<file path="src/common/cbas_pkg.sv">
// Constants and types for the charge-balance converter sequencer.
// Assumes a 40 MHz core clock and a 32-bit shift-and-store control chain.
package cbas_pkg;
    localparam int CHAIN_LEN = 32;
    localparam int CNT_W     = 24;
    // Control word field positions
    localparam int FUNC_LSB  = 0;
    localparam int FUNC_W    = 3;
    localparam int RANGE_LSB = 3;
    localparam int RANGE_W   = 3;
    localparam int IN_EN_BIT = 6;
    localparam int DRV_LSB   = 8;
    localparam int DRV_W     = 24;
    // Function codes and the lowest range code
    localparam logic [2:0] FUNC_DCV  = 3'h0;
    localparam logic [2:0] FUNC_ACV  = 3'h1;
    localparam logic [2:0] FUNC_OHMS = 3'h2;
    localparam logic [2:0] FUNC_DCA  = 3'h3;
    localparam logic [2:0] FUNC_ACA  = 3'h4;
    localparam logic [2:0] RANGE_LOW = 3'h0;
    // Reset values
    localparam logic [CHAIN_LEN-1:0] CHAIN_RST = 32'h0000_0000;
    localparam logic [CNT_W-1:0]     CNT_RST   = 24'h00_0000;
    localparam logic [1:0]           SYNC_RST  = 2'h0;
    typedef enum logic [3:0] {
        ST_IDLE = 4'h1,
        ST_CB   = 4'h2,
        ST_FS   = 4'h4,
        ST_DONE = 4'h8
    } cbas_state_t;
endpackage

</file>
<file path="src/common/cbas_chain_if.sv">
// Carrier between the link front end and the shift-and-store chain.
// Both ends run on the core clock.
`timescale 1ns/1ps
interface cbas_chain_if;
    logic                           shift_pulse;
    logic                           shift_bit;
    logic                           strobe_pulse;
    logic [cbas_pkg::CHAIN_LEN-1:0] par_out;
    modport src   (output shift_pulse, output shift_bit, output strobe_pulse, input par_out);
    modport chain (input shift_pulse, input shift_bit, input strobe_pulse, output par_out);
endinterface

</file>
<file path="src/logic/cbas_shift_store.sv">
// Shift-and-store control chain: serial shift stage plus parallel store stage.
// Assumes one-cycle shift and strobe pulses already in the core clock domain.
`timescale 1ns/1ps
module cbas_shift_store
(
    // Clock and reset
    input  wire logic  i_clk,
    input  wire logic  i_rst_n,
    // Chain side
    cbas_chain_if.chain ch
);
    logic [cbas_pkg::CHAIN_LEN-1:0] shift_q;
    logic [cbas_pkg::CHAIN_LEN-1:0] store_q;

    always_ff @(posedge i_clk or negedge i_rst_n)
    begin
        if (!i_rst_n)
            shift_q <= cbas_pkg::CHAIN_RST;
        else if (ch.shift_pulse)
            shift_q <= {shift_q[cbas_pkg::CHAIN_LEN-2:0], ch.shift_bit};
    end

    // Store stage moves only on strobe, so drivers never see a half-shifted pattern
    always_ff @(posedge i_clk or negedge i_rst_n)
    begin
        if (!i_rst_n)
            store_q <= cbas_pkg::CHAIN_RST;
        else if (ch.strobe_pulse)
            store_q <= shift_q;
    end

    assign ch.par_out = store_q;
endmodule // cbas_shift_store

</file>
<file path="src/logic/cbas_sequencer.sv">
// Analog-side control and charge-balance converter sequencer.
// Assumes the link and comparator inputs are asynchronous to I_CORE_CLK.
//
// Function
// Gain ten on lowest DCV, lowest ohms and all DCA; otherwise one.
// Charge-balance phase starts only when software raises input enable.
// Charge-balance phase counts duty-cycle comparator feedback pulses.
// After charge balance, balance switch off and final-slope path on.
// Final slope counts converter clock cycles while its comparator is high.
// Final slope stops when comparator falls; both counts then valid.
// Host drives separate clock, data and strobe across isolation.
// Bits shift in one per clock without disturbing parallel outputs.
// Strobe moves the whole chain to its outputs at one moment.
// Host strobes only after a full chain length has been shifted.
`timescale 1ns/1ps
module cbas_sequencer
(
    // Clock and reset
    input  wire logic                        I_CORE_CLK,
    input  wire logic                        I_RST_N,
    // Isolated control link
    input  wire logic                        I_LINK_CLK,
    input  wire logic                        I_LINK_DATA,
    input  wire logic                        I_LINK_STROBE,
    // Converter inputs
    input  wire logic                        I_CONV_CLK,
    input  wire logic                        I_DUTY_CYCLE_COMPARATOR,
    input  wire logic                        I_FINAL_SLOPE_COMPARATOR,
    // Analog controls
    output logic [cbas_pkg::DRV_W-1:0]       O_SWITCH_DRIVE,
    output logic                             O_GAIN_X10,
    output logic                             O_INPUT_ENABLE,
    output logic                             O_CHARGE_BALANCE_SWITCH,
    output logic                             O_FINAL_SLOPE_PATH,
    // Results
    output logic [cbas_pkg::CNT_W-1:0]       O_CB_COUNT,
    output logic [cbas_pkg::CNT_W-1:0]       O_FS_COUNT,
    output logic                             O_READING_READY
);
    cbas_chain_if ch ();

    // Two-flop synchronisers; stage one is read only by stage two
    logic       lclk_s1_q, lclk_s2_q;
    logic       lclk_s3_q;
    logic       ldata_s1_q, ldata_s2_q;
    logic       lstb_s1_q, lstb_s2_q, lstb_s3_q;
    logic       cclk_s1_q, cclk_s2_q, cclk_s3_q;
    logic       duty_s1_q, duty_s2_q, duty_s3_q;
    logic       fs_s1_q, fs_s2_q;

    always_ff @(posedge I_CORE_CLK or negedge I_RST_N)
    begin
        if (!I_RST_N)
        begin
            lclk_s1_q  <= 1'b0;
            lclk_s2_q  <= 1'b0;
            lclk_s3_q  <= 1'b0;
            ldata_s1_q <= 1'b0;
            ldata_s2_q <= 1'b0;
            lstb_s1_q  <= 1'b0;
            lstb_s2_q  <= 1'b0;
            lstb_s3_q  <= 1'b0;
            cclk_s1_q  <= 1'b0;
            cclk_s2_q  <= 1'b0;
            cclk_s3_q  <= 1'b0;
            duty_s1_q  <= 1'b0;
            duty_s2_q  <= 1'b0;
            duty_s3_q  <= 1'b0;
            fs_s1_q    <= 1'b0;
            fs_s2_q    <= 1'b0;
        end
        else
        begin
            lclk_s1_q  <= I_LINK_CLK;
            lclk_s2_q  <= lclk_s1_q;
            lclk_s3_q  <= lclk_s2_q;
            ldata_s1_q <= I_LINK_DATA;
            ldata_s2_q <= ldata_s1_q;
            lstb_s1_q  <= I_LINK_STROBE;
            lstb_s2_q  <= lstb_s1_q;
            lstb_s3_q  <= lstb_s2_q;
            cclk_s1_q  <= I_CONV_CLK;
            cclk_s2_q  <= cclk_s1_q;
            cclk_s3_q  <= cclk_s2_q;
            duty_s1_q  <= I_DUTY_CYCLE_COMPARATOR;
            duty_s2_q  <= duty_s1_q;
            duty_s3_q  <= duty_s2_q;
            fs_s1_q    <= I_FINAL_SLOPE_COMPARATOR;
            fs_s2_q    <= fs_s1_q;
        end
    end

    // Data is taken on the link clock's rising edge; it is stable by then
    logic lclk_rise, lstb_rise, cclk_rise, duty_rise;
    assign lclk_rise = lclk_s2_q && !lclk_s3_q;
    assign lstb_rise = lstb_s2_q && !lstb_s3_q;
    assign cclk_rise = cclk_s2_q && !cclk_s3_q;
    assign duty_rise = duty_s2_q && !duty_s3_q;

    assign ch.shift_pulse  = lclk_rise;
    assign ch.shift_bit    = ldata_s2_q;
    assign ch.strobe_pulse = lstb_rise;

    cbas_shift_store u_chain
    (
        .i_clk   (I_CORE_CLK),
        .i_rst_n (I_RST_N),
        .ch      (ch)
    );

    // Decoded control word
    logic [2:0] func_w, range_w;
    logic       in_en;
    assign func_w  = ch.par_out[cbas_pkg::FUNC_LSB +: cbas_pkg::FUNC_W];
    assign range_w = ch.par_out[cbas_pkg::RANGE_LSB +: cbas_pkg::RANGE_W];
    assign in_en   = ch.par_out[cbas_pkg::IN_EN_BIT];

    function automatic logic gain_ten(input logic [2:0] f, input logic [2:0] r);
        gain_ten = (f == cbas_pkg::FUNC_DCA)
                || ((f == cbas_pkg::FUNC_DCV || f == cbas_pkg::FUNC_OHMS)
                    && r == cbas_pkg::RANGE_LOW);
    endfunction

    always_ff @(posedge I_CORE_CLK or negedge I_RST_N)
    begin
        if (!I_RST_N)
        begin
            O_SWITCH_DRIVE <= '0;
            O_GAIN_X10     <= 1'b0;
            O_INPUT_ENABLE <= 1'b0;
        end
        else
        begin
            O_SWITCH_DRIVE <= ch.par_out[cbas_pkg::DRV_LSB +: cbas_pkg::DRV_W];
            O_GAIN_X10     <= gain_ten(func_w, range_w);
            O_INPUT_ENABLE <= in_en;
        end
    end

    // Phase sequencer; software times the settling delay before raising enable
    cbas_pkg::cbas_state_t state_q, state_d;
    logic in_en_q;

    always_ff @(posedge I_CORE_CLK or negedge I_RST_N)
    begin
        if (!I_RST_N)
            in_en_q <= 1'b0;
        else
            in_en_q <= in_en;
    end

    always_comb
    begin
        state_d = state_q;
        case (state_q)
            cbas_pkg::ST_IDLE,
            cbas_pkg::ST_DONE:
                if (in_en && !in_en_q)
                    state_d = cbas_pkg::ST_CB;
            cbas_pkg::ST_CB:
                if (!in_en)
                    state_d = cbas_pkg::ST_FS;
            cbas_pkg::ST_FS:
                if (!fs_s2_q)
                    state_d = cbas_pkg::ST_DONE;
            default:
                state_d = cbas_pkg::ST_IDLE;
        endcase
    end

    always_ff @(posedge I_CORE_CLK or negedge I_RST_N)
    begin
        if (!I_RST_N)
            state_q <= cbas_pkg::ST_IDLE;
        else
            state_q <= state_d;
    end

    // Counters restart on each new conversion
    always_ff @(posedge I_CORE_CLK or negedge I_RST_N)
    begin
        if (!I_RST_N)
            O_CB_COUNT <= cbas_pkg::CNT_RST;
        else if (state_q != cbas_pkg::ST_CB && state_d == cbas_pkg::ST_CB)
            O_CB_COUNT <= cbas_pkg::CNT_RST;
        else if (state_q == cbas_pkg::ST_CB && duty_rise)
            O_CB_COUNT <= O_CB_COUNT + 1'b1;
    end

    // Gated converter clock count; a wrap is a limitation, not flagged
    always_ff @(posedge I_CORE_CLK or negedge I_RST_N)
    begin
        if (!I_RST_N)
            O_FS_COUNT <= cbas_pkg::CNT_RST;
        else if (state_q != cbas_pkg::ST_CB && state_d == cbas_pkg::ST_CB)
            O_FS_COUNT <= cbas_pkg::CNT_RST;
        else if (state_q == cbas_pkg::ST_FS && fs_s2_q && cclk_rise)
            O_FS_COUNT <= O_FS_COUNT + 1'b1;
    end

    always_ff @(posedge I_CORE_CLK or negedge I_RST_N)
    begin
        if (!I_RST_N)
        begin
            O_CHARGE_BALANCE_SWITCH <= 1'b0;
            O_FINAL_SLOPE_PATH      <= 1'b0;
            O_READING_READY         <= 1'b0;
        end
        else
        begin
            O_CHARGE_BALANCE_SWITCH <= (state_d == cbas_pkg::ST_CB);
            O_FINAL_SLOPE_PATH      <= (state_d == cbas_pkg::ST_FS);
            O_READING_READY         <= (state_d == cbas_pkg::ST_DONE);
        end
    end
endmodule // cbas_sequencer

</file>
<file path="config.mk">
export PLATFORM = sky130hd
export DESIGN_NAME = cbas_sequencer
export DESIGN_NICKNAME = d
export VERILOG_FILES = /design/src/common/cbas_pkg.sv /design/src/common/cbas_chain_if.sv /design/src/logic/cbas_shift_store.sv /design/src/logic/cbas_sequencer.sv
export SDC_FILE = /design/constraint.sdc
export NUM_CORES = 1
export LEC_CHECK = 0
export BUFFER_PORTS_ARGS = -buffer_cell sky130_fd_sc_hd__clkbuf_2
export CAP_MARGIN = 20
export CORE_MARGIN = 10
export CORE_UTILIZATION = 50
export CTS_BUF_LIST = sky130_fd_sc_hd__clkbuf_4 sky130_fd_sc_hd__clkbuf_8
export DETAILED_ROUTE_END_ITERATION = 10
export GPL_ROUTABILITY_DRIVEN = 0
export HOLD_SLACK_MARGIN = 0.08
export PLACE_DENSITY = 0.83
export SETUP_SLACK_MARGIN = 0.3
export SYNTH_ARGS = -nofsm -noshare
export SYNTH_HDL_FRONTEND = slang
export SYNTH_SLANG_ARGS = --single-unit
</file>
<file path="constraint.sdc">
create_clock -name I_CORE_CLK -period 2.07 [get_ports I_CORE_CLK]
set_clock_uncertainty 0.05 [all_clocks]
set_input_delay 0.414 -clock I_CORE_CLK [delete_from_list [all_inputs] [get_ports I_CORE_CLK]]
set_output_delay 0.414 -clock I_CORE_CLK [all_outputs]
set_load 0.03 [all_outputs]
</file>
==> impl_metrics.json <==
{
  "critPathMaxFanout": 7,
  "final_nets": 632,
  "worst_pin_slew_ns": 0.461,
  "ys_seq_area_frac": 0.633,
  "setup_viol": 0,
  "report.final.hold_viol_count": 0,
  "grt.total_usage": 0.161,
  "max_cap_viol_count": 0,
  "syn_avg_cell_area_um2": 13.1,
  "path_cells": "buf_6 -> and3b_2 -> nand3_4 -> or4_4 -> a21oi_2",
  "cts.clk_slew.worst_paths_ns": 0.09,
  "first_pass_iters": 5,
  "placed_area_um2": 7070,
  "leakagePower_nw": 3.72,
  "netlist_area_um2": 6320,
  "fmax_mhz": 540,
  "multi_input_comb_area_um2": 2440,
  "drive_above_1_share": 0.496,
  "synth_top_cell_by_area": "dfrtp_1",
  "status": "finished clean",
  "cp.arrival_ns": 2.19,
  "power_density_nw_per_um2": 906,
  "hold_start": "lstb_s1_q$_DFF_PN0_",
  "clockRootBuffer": "clkbuf_8",
  "synth.most_common_cell": "dfrtp_1",
  "antenna_cells": 0,
  "wire_per_inst_um": 17.7,
  "final_area_um2": 8090,
  "relSlewSlack": 0.691,
  "wirelength_um": 14300,
  "finalCritPeriodShare": 0.894,
  "synth_common_cells": "dfrtp_1, mux2_2, a21oi_1",
  "dpl.hpwl_um": 8990,
  "whs_ns": 0.301,
  "regArea_um2": 4030,
  "critPathMaxStageDelay_ns": 0.51,
  "cts_tree": "yes",
  "nFillCells": 916,
  "min_path_cells": 0,
  "antenna_found_initial": 0,
  "cp-start-kind": "flip-flop",
  "cp_slowest_cell": "or4_4",
  "placedCellCount": 733,
  "grt_max_degree": 40,
  "grt_pass1_vias": 4624,
  "cts_buffer_depth": 2,
  "rr_startpoint": "state_q[2]$_DFF_PN0_",
  "synth_top_area_share": 0.629,
  "whs_endpoint": "lstb_s2_q$_DFF_PN0_",
  "final_antenna_net_count": 0,
  "ys.flop_type": "dfrtp_1",
  "cts_max_level": 4,
  "fp.dieH_um": 132,
  "grt_pass1_wl_um": 23100,
  "die_x_um": 132,
  "synth_fp_nets": 494,
  "stdcell_count": 807,
  "drtIter0Drc": 398,
  "vias_per_cell": 5.66,
  "power_mw": 7.32,
  "reg2reg_slack_ns": 0.22,
  "ys_seq_elements": 160,
  "synth_edf_count": 0,
  "syn2layout_area_growth_pct": 27.9,
  "vdd_drop_max_v": 0.000988,
  "core_area_um2": 12500,
  "yosysWarningCount": 0,
  "num_rows": 41,
  "synthArstFlopShare": 1.00,
  "r2r-end": "O_FS_COUNT[20]$_DFFE_PN0P_",
  "vias": 4571,
  "postSynthCellCount": 484,
  "route.detailed.drc": 0,
  "clk-insertion-delay-late_ns": 0.46,
  "grt_overflow": 0,
  "maxSlewViolCount": 0,
  "synth_area_leaders": "dfrtp_1, mux2_2, a21oi_1",
  "end_kind": "flip-flop",
  "ios": 85,
  "start_util": 0.505,
  "rsz0062_at_grt": "true",
  "numCtsBuffers": 17,
  "ff2ff_path_depth": 5,
  "worstSetupPathType": "flip-flop to flip-flop",
  "dieArea_um2": 17500,
  "synth_cell_type_count": 38,
  "min_period_ns": 1.85,
  "port_buffers": 84,
  "cts_sinks": 160,
  "min_path_type": "flip-flop to flip-flop",
  "worstPathRequired_ns": 2.41
}
==> state kept, by name, summed over array words and instances, names as in the netlist, 4 cells and up <==
register / cells
u_chain.shift_q: 32
O_FS_COUNT: 24
state_q: 4
u_chain.ch.par_out: 31
O_SWITCH_DRIVE: 24
O_CB_COUNT: 24
==> stage by stage <==
stage / TNS (ns) / util / setup slack (ns)
after floorplan: 0 / - / 0.185
after global placement: 0 / 0.565 / 0.0752
after detailed placement: -0.0217 / 0.565 / -0.0217
after CTS: 0 / 0.623 / 0.276
after global routing: 0 / 0.646 / 0.172
final: 0 / 0.646 / 0.220
==> cells by family (layout without fill, tap and decap cells) <==
kind of cell             Yosys count  after routing  share of synthesized area
AND/OR/NAND/NOR                  135            139                      0.136
adder cells (fa/ha/maj)            2              2                    0.00396
XOR/XNOR                          12             12                     0.0166
buffers and inverters             34            181                     0.0243
multiplexers                      63             63                      0.112
flip-flops                       160            160                      0.633
AO/OA/AOI/OAI                     78             78                     0.0736
==> worst max-delay path, delay by kind of cell (launching register included) <==
kind / cells / cell delay [ns]
flops: 1 / 0.42
buf+inv: 1 / 0.14
compound gates: 1 / 0.18
simple gates: 3 / 0.99
==> power breakdown <==
group | internal, mW | total, mW | switching, mW | leakage, nW
sequential | 3.52 | 3.78 | 0.259 | 2.11
combinational | 0.557 | 1.33 | 0.771 | 1.44
clock | 1.01 | 2.22 | 1.20 | 0.180
==> per-layer routing <==
layer,GRT usage,part of all wire,up-vias
met5,0,0,-
li1,-,-,2055
met1,0.193,0.41,2316
met4,0.0611,0.020,0
met2,0.263,0.50,166
met3,0.0560,0.064,34
==> cell usage in the layout (no fill, tap or decap), types with 4 or more instances in the layout <==
cell           instances
dfrtp_1              140
clkbuf_2              83
mux2_2                63
buf_4                 38
o31ai_1               20
a21oi_2               20
dfrtp_2               19
a21oi_1               18
clkbuf_8              18
nand3_1               17
nand2_1               16
nor2_1                15
or4_4                 15
nand4_1               13
o21ai_0               11
xor2_1                10
or4_1                  9
inv_1                  7
dlygate4sd3_1          7
buf_6                  7
buf_12                 7
nor3_1                 5
nand3_4                5
and3_1                 5
or3_4                  5
clkinvlp_4             5
or3_1                  4
and2_1                 4
clkinv_4               4
==> cell type report <==
class                           count  share of cell area
Clock buffer                       19              0.0316
Clock inverter                     13              0.0162
Multi-Input combinational cell    294               0.302
Timing Repair Buffer              142               0.122
Sequential cell                   160               0.498
Inverter                            7             0.00325
Tap cell                          172              0.0266
==> what timing repair did <==
item,4_1_cts,5_1_grt
gates resized for setup,14,58
setup buffers,22,9
pin swaps,6,17
hold buffers,7,0
gates cloned,4,0
endpoints found under the setup margin,41,43
endpoints found under the hold margin,140,0
==> how the worst max path moves through the flow <==
stage / startpoint / to / slack (ns)
final: state_q[2]$_DFF_PN0_ / O_FS_COUNT[20]$_DFFE_PN0P_ / 0.22
after global routing: state_q[2]$_DFF_PN0_ / O_FS_COUNT[20]$_DFFE_PN0P_ / 0.17
after CTS: state_q[2]$_DFF_PN0_ / O_CB_COUNT[11]$_DFFE_PN0P_ / 0.28
after detailed placement: state_q[3]$_DFF_PN0_ / O_CB_COUNT[11]$_DFFE_PN0P_ / -0.02
after global placement: state_q[3]$_DFF_PN0_ / O_CB_COUNT[11]$_DFFE_PN0P_ / 0.08
after floorplan: state_q[3]$_DFF_PN0_ / O_FS_COUNT[20]$_DFFE_PN0P_ / 0.19
Power figures use the tool's default switching activity.
